$ cat config.mk
export PLATFORM = sky130hd
export DESIGN_NAME = ldf_diag_flags
export DESIGN_NICKNAME = d
export VERILOG_FILES = /design/src/core/ldf_pkg.sv /design/src/core/ldf_gate_timer.sv /design/src/core/ldf_diag_flags.sv
export VERILOG_INCLUDE_DIRS = /design/src /design/src/core
export SDC_FILE = /design/constraint.sdc
export NUM_CORES = 1
export LEC_CHECK = 0
export ABC_AREA = 0
export BUFFER_PORTS_ARGS = -buffer_cell sky130_fd_sc_hd__buf_2
export CORE_UTILIZATION = 55
export DETAILED_ROUTE_END_ITERATION = 7
export GPL_ROUTABILITY_DRIVEN = 0
export PLACE_DENSITY = 0.79
export SLEW_MARGIN = 5
export SYNTH_ARGS = -nofsm -noshare
export SYNTH_HDL_FRONTEND = slang
export SYNTH_SLANG_ARGS = --single-unit
export TNS_END_PERCENT = 10
$ cat constraint.sdc
create_clock -name clk -period 4.1 [get_ports clk]
set_input_delay 0.82 -clock clk [delete_from_list [all_inputs] [get_ports clk]]
set_output_delay 0.82 -clock clk [all_outputs]
set_load 0.1 [all_outputs]
$ cat src/core/ldf_map.svh
// register offsets, bit positions and timing counts for the diagnostic flags
`ifndef LDF_MAP_SVH
`define LDF_MAP_SVH
`define LDF_ADDR_BOOT        8'h34
`define LDF_ADDR_HEADROOM    8'h35
`define LDF_ADDR_MEMTOG      8'h36
`define LDF_ADDR_COPY        8'h06
`define LDF_BIT_TOG_ONE      0
`define LDF_BIT_TOG_TWO      1
`define LDF_BIT_MEM_DONE     3
`define LDF_BIT_MEM_REFUSED  4
`define LDF_BIT_HR_ONE       0
`define LDF_BIT_HR_TWO       1
`define LDF_BIT_HIT_ONE      3
`define LDF_BIT_HIT_TWO      4
`define LDF_BIT_BOOT_ONE     0
`define LDF_BIT_BOOT_TWO     1
`define LDF_CLK_MHZ          40
`define LDF_GATE_HIGH_US     1000
`define LDF_GATE_HIGH_CYCLES (`LDF_GATE_HIGH_US * `LDF_CLK_MHZ)
`endif

$ cat src/core/ldf_pkg.sv
// types shared by the diagnostic flag logic
package ldf_pkg;
    typedef struct packed {
        logic       wr;
        logic [7:0] addr;
        logic [7:0] data;
    } ldf_wr_t;

    typedef struct packed {
        logic [1:0] on;
        logic [1:0] headroom_low;
        logic [1:0] headroom_ok;
        logic [1:0] target_hit;
        logic [1:0] gate_high;
        logic [1:0] boot_cap_low;
        logic       mem_refused;
        logic       mem_done;
    } ldf_cond_t;

    typedef struct packed {
        logic [7:0] boot;
        logic [7:0] headroom;
        logic [7:0] memtog;
    } ldf_regs_t;
endpackage : ldf_pkg

$ cat src/core/ldf_gate_timer.sv
// counts how long one channel's gate stays high while dimming is high
`timescale 1ns/1ps
`include "ldf_map.svh"
module ldf_gate_timer #(
    parameter int unsigned LIMIT = `LDF_GATE_HIGH_CYCLES
) (
    input  wire logic clk,
    input  wire logic rst,
    input  wire logic gate_high,
    input  wire logic dim_high,
    output logic      expired
);
    typedef struct packed {
        logic [31:0] cnt;
        logic        expired;
    } ldf_tmr_t;

    ldf_tmr_t st_reg;
    ldf_tmr_t st_next;

    always_comb begin
        st_next = st_reg;
        st_next.expired = 1'b0;
        if (gate_high && dim_high) begin
            if (st_reg.cnt < LIMIT) begin
                st_next.cnt = st_reg.cnt + 32'h1;
            end
            if (st_reg.cnt == LIMIT - 1) begin
                st_next.expired = 1'b1;
            end
        end else begin
            st_next.cnt = 32'h0;
        end
    end

    always_ff @(posedge clk) begin
        if (rst) begin
            st_reg <= '0;
        end else begin
            st_reg <= st_next;
        end
    end

    assign expired = st_reg.expired;
endmodule : ldf_gate_timer

$ cat src/core/ldf_diag_flags.sv
// sticky diagnostic flags of the two-channel led driver
`timescale 1ns/1ps
`include "ldf_map.svh"
module ldf_diag_flags (
    input  wire logic              clk,
    input  wire logic              rst,
    input  wire logic [1:0]        dim_pin,
    input  wire logic              supply_good,
    input  wire ldf_pkg::ldf_wr_t  wr,
    input  wire ldf_pkg::ldf_cond_t cond,
    output ldf_pkg::ldf_regs_t     regs,
    output logic [1:0]             gate_block,
    output logic [1:0]             reached_status,
    output logic [1:0]             copy_pending
);
    typedef struct packed {
        logic [1:0] sync1;
        logic [1:0] sync2;
        logic [1:0] dim_prev;
        logic [1:0] toggled;
        logic       mem_refused;
        logic       mem_done;
        logic [1:0] hr_flag;
        logic [1:0] hr_force;
        logic [1:0] hit;
        logic [1:0] boot_flag;
        logic [1:0] copy_req;
        logic [1:0] reached;
        ldf_pkg::ldf_regs_t regs;
        logic [1:0] gate_block;
        logic [2:0] warm;
    } ldf_state_t;

    ldf_state_t st_reg;
    ldf_state_t st_next;
    logic [1:0] timeout;

    function automatic logic hit_addr(input ldf_pkg::ldf_wr_t w,
                                      input logic [7:0] a);
        hit_addr = w.wr && (w.addr == a);
    endfunction : hit_addr

    // reserved bits read as zero
    function automatic ldf_pkg::ldf_regs_t pack_regs(input ldf_state_t s);
        ldf_pkg::ldf_regs_t r;
        r = '0;
        r.memtog[`LDF_BIT_TOG_ONE]     = s.toggled[0];
        r.memtog[`LDF_BIT_TOG_TWO]     = s.toggled[1];
        r.memtog[`LDF_BIT_MEM_DONE]    = s.mem_done;
        r.memtog[`LDF_BIT_MEM_REFUSED] = s.mem_refused;
        r.headroom[`LDF_BIT_HR_ONE]    = s.hr_flag[0];
        r.headroom[`LDF_BIT_HR_TWO]    = s.hr_flag[1];
        r.headroom[`LDF_BIT_HIT_ONE]   = s.hit[0];
        r.headroom[`LDF_BIT_HIT_TWO]   = s.hit[1];
        r.boot[`LDF_BIT_BOOT_ONE]      = s.boot_flag[0];
        r.boot[`LDF_BIT_BOOT_TWO]      = s.boot_flag[1];
        pack_regs = r;
    endfunction : pack_regs

    genvar g;
    generate
        for (g = 0; g < 2; g++) begin : g_tmr
            ldf_gate_timer u_tmr (
                .clk       (clk),
                .rst       (rst),
                .gate_high (cond.gate_high[g]),
                .dim_high  (st_reg.sync2[g]),
                .expired   (timeout[g])
            );
        end
    endgenerate

    always_comb begin
        logic       wr_mem;
        logic       wr_hr;
        logic       wr_boot;
        logic       wr_copy;
        logic [1:0] dim_fall;
        logic [1:0] dim_chg;
        wr_mem  = hit_addr(wr, `LDF_ADDR_MEMTOG);
        wr_hr   = hit_addr(wr, `LDF_ADDR_HEADROOM);
        wr_boot = hit_addr(wr, `LDF_ADDR_BOOT);
        wr_copy = hit_addr(wr, `LDF_ADDR_COPY);
        // no edges until dim_prev holds a synchronised pin level
        dim_chg  = (st_reg.sync2 ^ st_reg.dim_prev) & {2{st_reg.warm[2]}};
        dim_fall = st_reg.dim_prev & ~st_reg.sync2 & {2{st_reg.warm[2]}};
        st_next = st_reg;
        st_next.warm = {st_reg.warm[1:0], 1'b1};
        st_next.sync1 = dim_pin;
        st_next.sync2 = st_reg.sync1;
        st_next.dim_prev = st_reg.sync2;

        // write clears first, hardware sets afterwards so a set wins
        if (wr_mem) begin
            st_next.mem_refused = 1'b0;
            st_next.mem_done    = 1'b0;
            st_next.toggled     = 2'b00;
        end
        if (cond.mem_refused) begin
            st_next.mem_refused = 1'b1;
        end
        if (cond.mem_done) begin
            st_next.mem_done = 1'b1;
        end
        st_next.toggled = st_next.toggled | dim_chg;

        if (wr_hr) begin
            st_next.hr_flag = 2'b00;
        end
        if (wr_boot) begin
            st_next.boot_flag = st_reg.boot_flag & ~wr.data[1:0];
        end

        for (int i = 0; i < 2; i++) begin
            if (cond.headroom_low[i] && cond.on[i] && supply_good) begin
                st_next.hr_force[i] = 1'b1;
                st_next.hr_flag[i]  = 1'b1;
            end else if (cond.headroom_ok[i]) begin
                st_next.hr_force[i] = 1'b0;
            end
            if (!supply_good || dim_fall[i] || st_reg.copy_req[i]
                || timeout[i]) begin
                st_next.hit[i] = 1'b0;
            end else if (cond.target_hit[i]) begin
                st_next.hit[i] = 1'b1;
            end
            if (!supply_good) begin
                st_next.reached[i] = 1'b0;
            end else if (dim_fall[i] || st_reg.copy_req[i]) begin
                st_next.reached[i] = st_reg.hit[i];
            end
            if (st_reg.copy_req[i]) begin
                st_next.copy_req[i] = 1'b0;
            end
            if (cond.boot_cap_low[i]) begin
                st_next.boot_flag[i] = 1'b1;
            end
        end

        // a new request outranks the self-clear of a served one
        if (wr_copy) begin
            st_next.copy_req = st_next.copy_req | wr.data[1:0];
        end

        // boot flag and hr_force both low let the channel switch again
        st_next.gate_block = st_next.hr_force | st_next.boot_flag;

        st_next.regs = pack_regs(st_next);
    end

    always_ff @(posedge clk) begin
        if (rst) begin
            st_reg <= '0;
        end else begin
            st_reg <= st_next;
        end
    end

    assign regs           = st_reg.regs;
    assign gate_block     = st_reg.gate_block;
    assign reached_status = st_reg.reached;
    assign copy_pending   = st_reg.copy_req;
endmodule : ldf_diag_flags

-- Word-level counts from Yosys, hierarchy flattened
Cells that the tools add are included.
- bits in registers: 115
- output and inout port bits: 30
- word-level logic and storage cells: 91
- add/sub/neg operators: 2
- order comparisons: 2
- equal/unequal tests: 6
- muxes and demuxes: 20
- bitwise logic cells: 13
- reduce and logical (&&, ||, !) cells: 23
- operators by type and width (operator ; number):
    32-bit by 1-bit adder with 32-bit output, second input constant ; 2
    32-bit by 16-bit == test with 1-bit output, second input constant ; 2
    32-bit by 16-bit less-than comparator with 1-bit output, second input constant ; 2
    8-bit by 6-bit == test with 1-bit output, second input constant ; 3
    1-bit two-way mux ; 17
    1-bit logical AND ; 10
    2-bit AND ; 4
    8-bit by 3-bit == test with 1-bit output, second input constant ; 1
    1-bit logical OR ; 8
    2-bit OR reduction ; 4
    2-bit two-way mux ; 2
    4-bit two-way mux ; 1
    1-bit NOT ; 4
    2-bit NOT ; 2
    2-bit OR ; 2
    2-bit bitwise XOR ; 1
    1-bit logical NOT ; 1

-- Depth between registers and ports, before layout
Gate-level depths: netlist of the first run.
- depth after elaboration: 7
- gate-level depth with buffers: 7
- gate-level depth less buffers: 6

-- Modules after synthesis
From an unflattened synthesis of the first run, not the netlist that was laid out.
- cells, all modules: 426
- area total of the unflattened synthesis: 4031.4 sq um
- by module, submodules not included (module ; times used ; cells an instance ; area each (sq um) ; sequential area each (sq um)):
    ldf_gate_timer ; 2 ; 149 ; 1417.6 ; 660.6
    ldf_diag_flags ; 1 ; 128 ; 1196.1 ; 540.5

-- Least setup slack after synthesis of the first run
Ideal clock, no wire load.
- kind: input port to flip-flop
- from: input port wr[15] (netlist bit)
- to: register st_reg (netlist bit regs[9])
- setup time: 128 ps
- data arrival time: 1880 ps
- slack: 2092 ps
- stages: 4
- path buffers: 0
- cells stage by stage: nand4bb_1 -> or4b_2 -> a32oi_1 -> nor2_1
- longest elaborated chain between the ends: 4
- ends and longest elaborated chain (what ; line ; source):
    start, declared ; ldf_diag_flags.sv:9 ; input wire ldf_pkg::ldf_wr_t wr,
    8-bit by 6-bit == test with 1-bit output ; ldf_diag_flags.sv:40 ; hit_addr = w.wr && (w.addr == a);
    1-bit logical AND ; ldf_diag_flags.sv:40 ;
    2-bit two-way mux ; ldf_diag_flags.sv:107 ; if (wr_hr) begin
    1-bit two-way mux ; ldf_diag_flags.sv:115 ; if (cond.headroom_low[i] && cond.on[i] && supply_good) begin
    end signal, assigned ; ldf_diag_flags.sv:155 ; st_reg <= st_next;
    end, declared ; ldf_diag_flags.sv:34 ; ldf_state_t st_reg;
No other way between the ends.
A chain may end at the register's enable or synchronous reset.

-- Final worst setup path of the first run
- from: register g_tmr[1].u_tmr.st_reg[24] (netlist bit)
- to: register g_tmr[1].u_tmr.st_reg[13] (netlist bit)
- longest elaborated chain between the ends: 1
- ends and longest elaborated chain (what ; line ; source):
    start, declared ; ldf_gate_timer.sv:18 ; ldf_tmr_t st_reg;
    start signal, assigned ; ldf_gate_timer.sv:40 ; st_reg <= st_next;
    32-bit by 16-bit less-than comparator with 1-bit output ; ldf_gate_timer.sv:25 ; if (st_reg.cnt < LIMIT) begin
No other way between the ends.

==> results.md, run 1 <==
| Item | Value |
|---|---|
| Arrival time at the worst endpoint | 2.60 ns |
| First-pass GRT wire length | 11.1 mm |
| Synth warnings | 0 |
| Net count of the finished layout | 463 |
| Total cell area at the placement stage | 3820 um2 |
| Avg Cell Area, Syn | 9.39 um2 |
| Post-synth top area cell | dfxtp_1 |
| Tcrit/Tclk final | 56.6% |
| CTS tree | built |
| Post_cts resized | 0 |
| Half-perimeter wire length of the detailed placement result | 4.50 mm |
| Most used DFF post-synth | dfxtp_1 |
| Clock edge transition at the registers on the reported setup and hold paths | 0.10 ns |
| WS Path Type | reg -> reg |
| Total routing usage reported by global routing | 19.6% |
| Hold Fails Final Rpt | 0 |
| Core Rows | 29 |
| Endpoint of the worst-slack reg-to-reg timing path | g_tmr[1].u_tmr.st_reg[13] |
| Synth async-reset ratio | 0% |
| Number of flip-flops under the largest register name | 64 |
| Max-slew violations | 0 |
| Portion of the post-synthesis area used by sequential elements | 50.2% |
| Maximum number of pins on one net before global-route repair | 23 |
| Count of boundary I/O pins | 66 |
| Unique cell type count in the Yosys netlist | 37 |
| First-pass DRT Iterations | 8 |
| Hold EP | st_reg[36] |
| Die outline width | 84.1 um |
| Total vias in the final route | 2745 |
| Num CTS Buffers | 9 |
| Port Buf Inserts | 45 |
| Post-layout instance area | 4000 um2 |
| Count of buffers added by post-CTS timing repair for setup | 0 |
| Clock tree skew after final layout | 0.0116 ns |
| Critical Path Source Type | register |
| Violated checks | design-rule violations |
| Number of standard cells in the final layout excluding fillers | 505 |
| Via count of the first global-routing pass | 2473 |
| Antenna-violating nets left | 0 |
| Highest clock rate | 431 MHz |
| Initial antenna violation count | 0 |
| Number of inserted diodes | 0 |
| Layout cells sized above 1 | 16.6% |
| Max-cap viol count | 0 |
| Worst-case register-to-register setup slack | 1.78 ns |
| Chip Height | 84.1 um |
| Sinks on the clock net | 93 |
| Die Footprint | 7080 um2 |
| Gr ovfl total | 0 |
| Area of the core region | 6420 um2 |
| Vias/cell | 5.44 |
| Number of placed cells counting well taps | 489 |
| Layout-stage area growth over the synthesis result | 7.96% |
| Post-layout min period | 2.32 ns |
| Run status | complete, but fails checks |
| Unrepaired setup endpoints after global routing | no |
| Clk Tree Root Cell | clkbuf_8 |
| Hold WC Path Type | reg -> reg |
| Maximum fanout along the worst path | 16 |
| Post-Synthesis Cell Area | 3710 um2 |
| Final routed wirelength across all metal layers | 6.48 mm |
| Number of remaining DRC errors | 24 |
| Synth top area share | 50.2% |
| Number of failing setup endpoints in the final timing report | 0 |
| Type of destination of the critical path | register |
| Slew @ Worst Pin | 0.844 ns |
| Worst vdd ir | 0.192 mV |
| Fill cell count | 545 |
| Cells on Worst Hold Path | 1 |
| Max H-tree Level | 3 |
| Violation count after the first detailed-routing iteration | 126 |
| PwrDens | 407 nW/um2 |
| Startpoint of the lowest-slack register-to-register path | g_tmr[1].u_tmr.st_reg[24] |
| Cts-stage hold buffer count | 0 |
| Worst reg2reg path depth | 5 |
| Most repeated cell in the gate-level netlist after synthesis | dfxtp_1 |
| List of most frequent post-synthesis cells | dfxtp_1, nor2_1, and3_1 |
| Register bit total from synthesis | 93 |
| Effective utilization at floorplan | 57.7% |
| Max-Slew Margin vs Limit | 43.5% |
| Max Root-Sink Buffers | 2 |
| Pleak | 1.64 nW |
| Data required time at the worst endpoint | 4.38 ns |
| Final total negative setup slack | 0 ns |
| Routed wire length per instance | 12.8 um |
| Top cells by area, synth | dfxtp_1, and3_1, xnor2_1 |
| Number of enable flip-flop cells after synthesis | 0 |
| HP Start | g_tmr[1].u_tmr.expired |
| Number of instances in the synthesized netlist | 395 |
| Worst skew pair latency | 0.35 ns |
==> per-layer routing <==
metal | vias up | routed length, um | track usage [%]
li1 | 1391 | - | -
met1 | 1272 | 3150 | 25.4
met2 | 76 | 2960 | 32.3
met3 | 6 | 321 | 5.04
met4 | 0 | 57 | 5.80
met5 | - | 0 | 0
==> how the worst max path moves through the flow <==
stage                                            to                 startpoint  cells past startpoint
final                     g_tmr[1].u_tmr.st_reg[13]  g_tmr[1].u_tmr.st_reg[24]                      5
after global routing       g_tmr[0].u_tmr.st_reg[2]                        rst                      4
after CTS                 g_tmr[1].u_tmr.st_reg[13]  g_tmr[1].u_tmr.st_reg[24]                      5
after detailed placement   g_tmr[0].u_tmr.st_reg[2]                        rst                      4
after global placement     g_tmr[0].u_tmr.st_reg[2]                        rst                      4
after floorplan                             regs[9]                     wr[15]                      4
==> layout by cell type (no fill, tap or decap), drive strengths merged, types with 4 or more instances in the layout <==
cell,synthesis,routed
nand3,10,10
clkbuf,12,9
nor4b,5,5
inv,6,8
and4,4,4
xnor2,26,26
ha,4,4
nor3,13,13
nor2b,8,8
a21oi,12,12
buf,31,47
nand2,23,23
conb,1,14
nand4,11,11
a32oi,4,4
nor4,21,21
o21ai,7,7
dfxtp,93,93
nor2,50,50
and3,38,38
==> final cells by class <==
type / instances / area (um2) / area share, %
Clock inverter: 7 / 60.1 / 1.50
Sequential cell: 93 / 1860 / 46.5
Multi-Input combinational cell: 266 / 1600 / 39.9
Tap cell: 77 / 96.3 / 2.41
Clock buffer: 9 / 124 / 3.09
Timing Repair Buffer: 47 / 240 / 6.00
Inverter: 6 / 22.5 / 0.563
==> kinds of logic (layout without fill, tap and decap cells) <==
kind of cell	Yosys count	after routing	synth area share, %
AND/OR/NAND/NOR	193	193	29.1
flip-flops	93	93	50.2
multiplexers	3	3	0.810
XOR/XNOR	26	26	6.14
adder cells (fa/ha/maj)	4	4	1.35
buffers and inverters	49	69	8.00
AO/OA/AOI/OAI	26	26	4.28
other	1	14	0.101
==> per-stage QoR <==
stage / hold slack, ns / utilization [%] / worst slack (ns) / power (mW)
CTS: 0.393 / 62.3 / 1.77 / 1.64
global placement: 0.379 / 59.5 / 1.59 / 1.09
detailed placement: 0.385 / 59.5 / 1.52 / 1.09
finish: 0.386 / 62.3 / 1.78 / 1.63
floorplan: 0.374 / - / 2.09 / 1.08
global route: 0.406 / 62.3 / 1.62 / 1.70
==> power by group <==
part | total, mW | internal (mW) | switching (mW)
registers | 0.919 | 0.914 | 0.00456
clock network | 0.559 | 0.229 | 0.330
logic | 0.154 | 0.0232 | 0.131
==> critical path, cell delays in order (launching register included) <==
cell and delay [ns]:
dfxtp_1 0.33, nor4_2 0.32, nand4_2 0.40, or4_1 0.65
or4_1 0.48, o21ai_1 0.08
(Power assumes the default switching activity.)
==> run 2: changes to the inputs <==
--- a/config.mk
+++ b/config.mk
@@ -6,12 +6,12 @@
 export SDC_FILE = /design/constraint.sdc
 export NUM_CORES = 1
 export LEC_CHECK = 0
-export ABC_AREA = 0
+export ABC_AREA = 1
 export BUFFER_PORTS_ARGS = -buffer_cell sky130_fd_sc_hd__buf_2
 export CORE_UTILIZATION = 55
 export DETAILED_ROUTE_END_ITERATION = 7
 export GPL_ROUTABILITY_DRIVEN = 0
-export PLACE_DENSITY = 0.79
+export PLACE_DENSITY = 0.78
 export SLEW_MARGIN = 5
 export SYNTH_ARGS = -nofsm -noshare
 export SYNTH_HDL_FRONTEND = slang
==> constraint.sdc (replaced) <==
create_clock -name clk -period 2.3 [get_ports clk]
set_input_delay 0.46 -clock clk [delete_from_list [all_inputs] [get_ports clk]]
set_output_delay 0.46 -clock clk [all_outputs]
set_load 0.1 [all_outputs]
==> run 2 against run 1 <==
Compared with the run above: the flow now finishes without violations; final area increased by 14%; critical endpoint is now g_tmr[0].u_tmr.st_reg[15]; die area increased by 14%; clock power increased by 84%.
==> results.md, run 2 <==
| Item | Value | Delta |
|---|---|---|
| Initial antenna violation count | 0 | unchanged |
| Final total negative setup slack | 0 ns | unchanged |
| Clock network power share | 35.0% | +0.7 points |
| Post-Synthesis Cell Area | 4250 um2 | +15% |
| Clk Tree Root Cell | clkbuf_8 |  |
| Layout-stage area growth over the synthesis result | 7.37% |  |
| Highest clock rate | 605 MHz | +40% |
| Number of instances in the synthesized netlist | 603 | +53% |
| Chip Height | 89.9 um | +6.8% |
| First-pass GRT wire length | 13.5 mm | +21% |
| Violation count after the first detailed-routing iteration | 86 | -32% |
| Worst path slowest cell | dfxtp_1 |  |
| WS Path Type | reg -> reg |  |
| Commonest non-fill, non-tap cells in the layout | nand2_1, nor2_1, dfxtp_1 |  |
| Layout cells sized above 1 | 11.6% | -5.0 points |
| Worst vdd ir | 0.457 mV | +140% |
| Synth warnings | 0 | unchanged |
| Maximum number of pins on one net before global-route repair | 25 | +8.7% |
| Vias/cell | 4.93 | -9.2% |
| Combinational share of power | 9.4% | about the same |
| Max H-tree Level | 3 | unchanged |
| Worst reg2reg path depth | 8 | +3 |
| Clock tree skew after final layout | 0.0115 ns | -0.000173 ns |
| Unrepaired setup endpoints after global routing | no |  |
| Number of flip-flops under the largest register name | 64 | unchanged |
| Clock edge transition at the registers on the reported setup and hold paths | 0.10 ns | about the same |
| Delay of the slowest critical-path stage | 0.42 ns | -0.23 ns |
| Gr ovfl total | 0 | unchanged |
| CTS tree | built |  |
| Type of destination of the critical path | register |  |
| Antenna-violating nets left | 0 | unchanged |
| Die Footprint | 8080 um2 | +14% |
| List of most frequent post-synthesis cells | nand2_1, nor2_1, dfxtp_1 |  |
| Most used DFF post-synth | dfxtp_1 |  |
| Worst-case register-to-register setup slack | 0.65 ns | -1.13 ns |
| Routed wire length per instance | 10.6 um | -17% |
| Share of the core filled with cells | 61.9% | -0.47 points |
| Pleak | 1.89 nW | +15% |
| Fill cell count | 666 | +22% |
| PwrDens | 648 nW/um2 | +59% |
| Tcrit/Tclk final | 71.9% | +15 points |
| Most common library cell in the layout ignoring fill and taps | nand2_1 |  |
| Portion of the post-synthesis area used by sequential elements | 43.8% | -6.4 points |
| Worst skew pair latency | 0.36 ns | about the same |
| Crit-path most repeated cell | nand2_1 |  |
| Sw Share | 28.4% | -0.14 points |
| Cells on Worst Hold Path | 3 | +2 |
| Via count of the first global-routing pass | 3272 | +32% |
| Hold Fails Final Rpt | 0 | unchanged |
| Cell breakdown of the critical path | ha_1 > nand3_1 > nor2_1 > nand3_1 > nand2_1 > nand2_1 > nand2_1 > a21oi_1 |  |
| Core Rows | 31 | +6.9% |
| Launching element of the worst setup path | g_tmr[0].u_tmr.st_reg[1] |  |
| Avg Cell Area, Syn | 7.04 um2 | -25% |
| Count of buffers added by post-CTS timing repair for setup | 0 | unchanged |
| Switching power summed over all nets | 0.839 mW | +80% |
| First-pass DRT Iterations | 4 | -4 |
| Effective utilization at floorplan | 57.6% | -0.12 points |
| Half-perimeter wire length of the detailed placement result | 5.64 mm | +25% |
| Count of boundary I/O pins | 66 | unchanged |
| HP Start | dim_pin[0] |  |
| Max Root-Sink Buffers | 2 | unchanged |
| Net count of the finished layout | 673 | +45% |
| Run status | complete, no violations |  |
| Post-synth top area cell | dfxtp_1 |  |
| Post_cts resized | 0 | unchanged |
| Sinks on the clock net | 93 | unchanged |
| Area of the core region | 7370 um2 | +15% |
| Number of enable flip-flop cells after synthesis | 0 | unchanged |
| Synth async-reset ratio | 0% | unchanged |
| Number of failing setup endpoints in the final timing report | 0 | unchanged |
| Hold WC Path Type | in -> reg |  |
| Total routing usage reported by global routing | 20.1% | +0.47 points |
| Sequential share of power | 55.5% | -0.8 points |
| Area of the multi-input gates | 1820 um2 | +14% |
| Int Pwr | 2.11 mW | +81% |
| Final routed wirelength across all metal layers | 7.84 mm | +21% |
| Unique cell type count in the Yosys netlist | 27 | -27% |
| Register bit total from synthesis | 93 | unchanged |
| Sequential cell area | 1860 um2 | unchanged |
| Synth top area share | 43.8% | -6.4 points |
| Maximum fanout along the worst path | 6 | -10 |
| Top cells by area, synth | dfxtp_1, nand2_1, nor2_1 |  |
| Max-slew violations | 0 | unchanged |
| Critical Path Source Type | register |  |
| Total vias in the final route | 3637 | +32% |
| Port Buf Inserts | 45 | unchanged |
| Most repeated cell in the gate-level netlist after synthesis | nand2_1 |  |
| Post-layout min period | 1.65 ns | -0.668 ns |
| Startpoint of the lowest-slack register-to-register path | g_tmr[0].u_tmr.st_reg[1] |  |
| Arrival time at the worst endpoint | 1.90 ns | -0.70 ns |
| Num CTS Buffers | 9 | unchanged |
| Data required time at the worst endpoint | 2.54 ns | -1.84 ns |
| Die outline width | 89.9 um | +6.8% |
| Max-cap viol count | 0 | unchanged |
| Number of remaining DRC errors | 0 | -100% |
| Cts-stage hold buffer count | 0 | unchanged |
| Number of inserted diodes | 0 | unchanged |
## run 2: final cells by class
class,count,area share [%]
inverter,82,6.75
tap,99,2.72
clock buffer,10,3.02
timing repair buffer,49,5.60
clock inverter,6,1.13
sequential,93,40.8
multi-input combinational,398,40.0
## run 2: layer usage
layer  vias up  GRT usage (%)  wire length [um]
met1      1640           24.4              3570
li1       1889              -                 -
met4         0           8.33               139
met3        14           4.31               383
met2        94           34.4              3750
met5         -              0                 0
## run 2: through the flow
| step | hold slack (ns) | instances | cell area, um2 | power, mW | setup WS [ns] |
|---|---|---|---|---|---|
| floorplan | 0.375 | 616 | 4300 | 1.94 | 0.936 |
| global placement | 0.381 | 721 | 4370 | 1.95 | 0.687 |
| detailed placement | 0.387 | 721 | 4370 | 1.96 | 0.641 |
| CTS | 0.292 | 737 | 4560 | 2.98 | 0.650 |
| global route | 0.294 | 737 | 4560 | 3.08 | 0.477 |
| finish | 0.300 | 737 | 4560 | 2.95 | 0.647 |
## run 2: final timing paths
check / end
setup / recovery: g_tmr[0].u_tmr.st_reg[15]
hold / removal: st_next[47]
setup reg to reg: g_tmr[0].u_tmr.st_reg[15]
hold reg to reg: st_reg[35]
## run 2: power by group through the flow
stage / clock, mW / sequential (mW) / combinational (mW)
2_1_floorplan: 0 / 1.68 / 0.267
3_3_place_gp: 0 / 1.68 / 0.276
3_5_place_dp: 0 / 1.68 / 0.279
4_1_cts: 1.07 / 1.64 / 0.280
5_1_grt: 1.14 / 1.64 / 0.292
6_report: 1.03 / 1.64 / 0.279
## run 2: kinds of logic (layout without fill, tap and decap cells)
kind of cell | Yosys count | in the layout | synth area share [%]
buf+inv | 125 | 147 | 14.4
xor+xnor | 14 | 14 | 2.89
fa+ha+maj | 4 | 4 | 1.18
simple gates | 303 | 303 | 29.9
other cells | 1 | 14 | 0.0883
flops | 93 | 93 | 43.8
compound gates | 63 | 63 | 7.66
## run 2: worst max-delay path: cells and delay by family (launching register included)
| family | cells | cell delay (ns) |
|---|---|---|
| flip-flops | 1 | 0.42 |
| AND/OR/NAND/NOR | 6 | 0.81 |
| adder cells (fa/ha/maj) | 1 | 0.26 |
| AO/OA/AOI/OAI | 1 | 0.06 |
==> run 3: changes to the inputs <==
==> constraint.sdc (replaced) <==
create_clock -name clk -period 1.6 [get_ports clk]
set_input_delay 0.32 -clock clk [delete_from_list [all_inputs] [get_ports clk]]
set_output_delay 0.32 -clock clk [all_outputs]
set_load 0.1 [all_outputs]
==> run 3 against run 2 <==
Compared with the run above: final cell count up 2.2%; critical path depth increased by 1; non-clock buffer count grew 16; core utilization is 2.0 points higher; clock power grew 41%; fmax up 11%; power up 43%; highest routed layer unchanged.
==> results.md, run 3 (same netlist as run 2, synthesis figures left out) <==
| Item | Value | Delta |
|---|---|---|
| Run status | complete, no violations |  |
| Area of the multi-input gates | 1850 um2 | +1.7% |
| Hold WC Path Type | in -> reg |  |
| Final total negative setup slack | 0 ns | unchanged |
| Count of boundary I/O pins | 66 | unchanged |
| Half-perimeter wire length of the detailed placement result | 5.88 mm | +4.3% |
| Sequential cell area | 1870 um2 | +0.27% |
| Maximum number of pins on one net before global-route repair | 25 | unchanged |
| First-pass DRT Iterations | 6 | +2 |
| CTS tree | built |  |
| Clk Tree Root Cell | clkbuf_8 |  |
| Effective utilization at floorplan | 57.6% | unchanged |
| Violation count after the first detailed-routing iteration | 129 | +50% |
| Port Buf Inserts | 45 | unchanged |
| Unrepaired setup endpoints after global routing | no |  |
| Vias/cell | 4.82 | -2.4% |
| Pleak | 1.97 nW | +3.9% |
| Final routed wirelength across all metal layers | 7.89 mm | +0.60% |
| Net count of the finished layout | 689 | +2.4% |
| Most common library cell in the layout ignoring fill and taps | nand2_1 |  |
| CP bufs+invs | 2 | +2 |
| Post-layout min period | 1.49 ns | -0.167 ns |
| Num CTS Buffers | 9 | unchanged |
| Share of the core filled with cells | 63.9% | +2.0 points |
| Cts-stage hold buffer count | 0 | unchanged |
| Initial antenna violation count | 0 | unchanged |
| Max H-tree Level | 3 | unchanged |
| Number of failing setup endpoints in the final timing report | 0 | unchanged |
| Layout cells sized above 1 | 15.1% | +3.5 points |
| Antenna-violating nets left | 0 | unchanged |
| Die outline width | 89.9 um | unchanged |
| Commonest non-fill, non-tap cells in the layout | nand2_1, nor2_1, dfxtp_1 |  |
| Chip Height | 89.9 um | unchanged |
| Die Footprint | 8080 um2 | unchanged |
| Cell breakdown of the critical path | inv_1 > nand2_1 > nor2_1 > nand3_1 > nand2_4 > nor2_4 > buf_4 > o21ai_0 > nor2_1 |  |
| First-pass GRT wire length | 13.8 mm | +2.5% |
| PwrDens | 894 nW/um2 | +38% |
| Kind of cell adding the most delay to the critical path | simple AND/OR/NAND/NOR gates |  |
| Tcrit/Tclk final | 92.9% | +21 points |
| Layout-stage area growth over the synthesis result | 10.9% |  |
| Worst vdd ir | 0.424 mV | -7.1% |
| Number of remaining DRC errors | 0 | unchanged |
| Maximum fanout along the worst path | 8 | +2 |
| Max-slew violations | 0 | unchanged |
| Type of destination of the critical path | register |  |
| Gr ovfl total | 0 | unchanged |
| Delay of the slowest critical-path stage | 0.35 ns | -0.07 ns |
| Number of inserted diodes | 0 | unchanged |
| Clock tree skew after final layout | 0.0132 ns | +0.00175 ns |
| Via count of the first global-routing pass | 3314 | +1.3% |
| Clock edge transition at the registers on the reported setup and hold paths | 0.10 ns | about the same |
| Routed wire length per instance | 10.5 um | -1.5% |
| Fill cell count | 652 | -2.1% |
| Max-cap viol count | 0 | unchanged |
| Number of flip-flops under the largest register name | 64 | unchanged |
| Data required time at the worst endpoint | 1.85 ns | -0.69 ns |
| Worst path slowest cell | dfxtp_1 |  |
| Critical Path Source Type | register |  |
| Area of the core region | 7370 um2 | unchanged |
| Total vias in the final route | 3626 | -0.30% |
| Crit-path most repeated cell | nor2_1 |  |
| Arrival time at the worst endpoint | 1.74 ns | -0.16 ns |
| Total routing usage reported by global routing | 20.6% | +0.51 points |
| Hold Fails Final Rpt | 0 | unchanged |
| WS Path Type | reg -> reg |  |
| Sinks on the clock net | 93 | unchanged |
| Core Rows | 31 | unchanged |
| Worst skew pair latency | 0.36 ns | about the same |
| Max Root-Sink Buffers | 2 | unchanged |
| Highest clock rate | 673 MHz | +11% |
[run 3: cell type report]
cell class / instances / share of cell area, %
flip-flops and latches: 93 / 39.6
multi-input cells: 398 / 39.3
repair buffers: 65 / 7.97
inverters: 82 / 6.54
clock buffers: 9 / 2.63
well taps: 99 / 2.63
clock inverters: 7 / 1.25
[run 3: worst reg2reg max path: stages (launching register included)]
cell and delay, ns:
dfxtp_1 0.35, inv_1 0.09, nand2_1 0.08, nor2_1 0.15
nand3_1 0.14, nand2_4 0.15, nor2_4 0.04, buf_4 0.16
o21ai_0 0.16, nor2_1 0.06
[run 3: timing repair]
| item | CTS | global route |
|---|---|---|
| endpoints found under the setup margin | 0 | 21 |
| buffers inserted | 0 | 0 |
| gates resized for setup | 0 | 13 |
[run 3: power breakdown]
group	switching, mW	internal [mW]
clock network	0.861	0.588
registers	0.0126	2.34
logic	0.342	0.0640
[run 3: final timing paths]
path | endpoint | start | depth (start not counted) | slack, ns
worst max-delay path | g_tmr[0].u_tmr.st_reg[2] | g_tmr[0].u_tmr.st_reg[9] | 9 | 0.11
worst min-delay path | st_next[48] | dim_pin[1] | 3 | 0.17
worst max register to register | g_tmr[0].u_tmr.st_reg[2] | g_tmr[0].u_tmr.st_reg[9] | 9 | 0.11
worst min register to register | st_reg[36] | g_tmr[1].u_tmr.expired | 1 | 0.39
[run 3: metrics by stage]
stage | cell area [um2] | cells | hold WS [ns] | power, mW | setup WS, ns
3_3_place_gp | 4490 | 737 | 0.380 | 2.81 | 0.160
5_1_grt | 4710 | 753 | 0.144 | 4.38 | 0.00150
4_1_cts | 4670 | 753 | 0.151 | 4.26 | 0.0536
3_5_place_dp | 4490 | 737 | 0.388 | 2.82 | 0.0927
6_report | 4710 | 753 | 0.167 | 4.21 | 0.114
2_1_floorplan | 4300 | 616 | 0.375 | 2.79 | 0.236
[run 3: metal layers]
layer / track usage (%) / vias to the layer above / share of wire (%)
li1: - / 1922 / -
met1: 25.2 / 1623 / 46
met2: 35.7 / 73 / 48
met3: 3.81 / 8 / 4.4
met4: 8.06 / 0 / 1.4
met5: 0 / - / 0
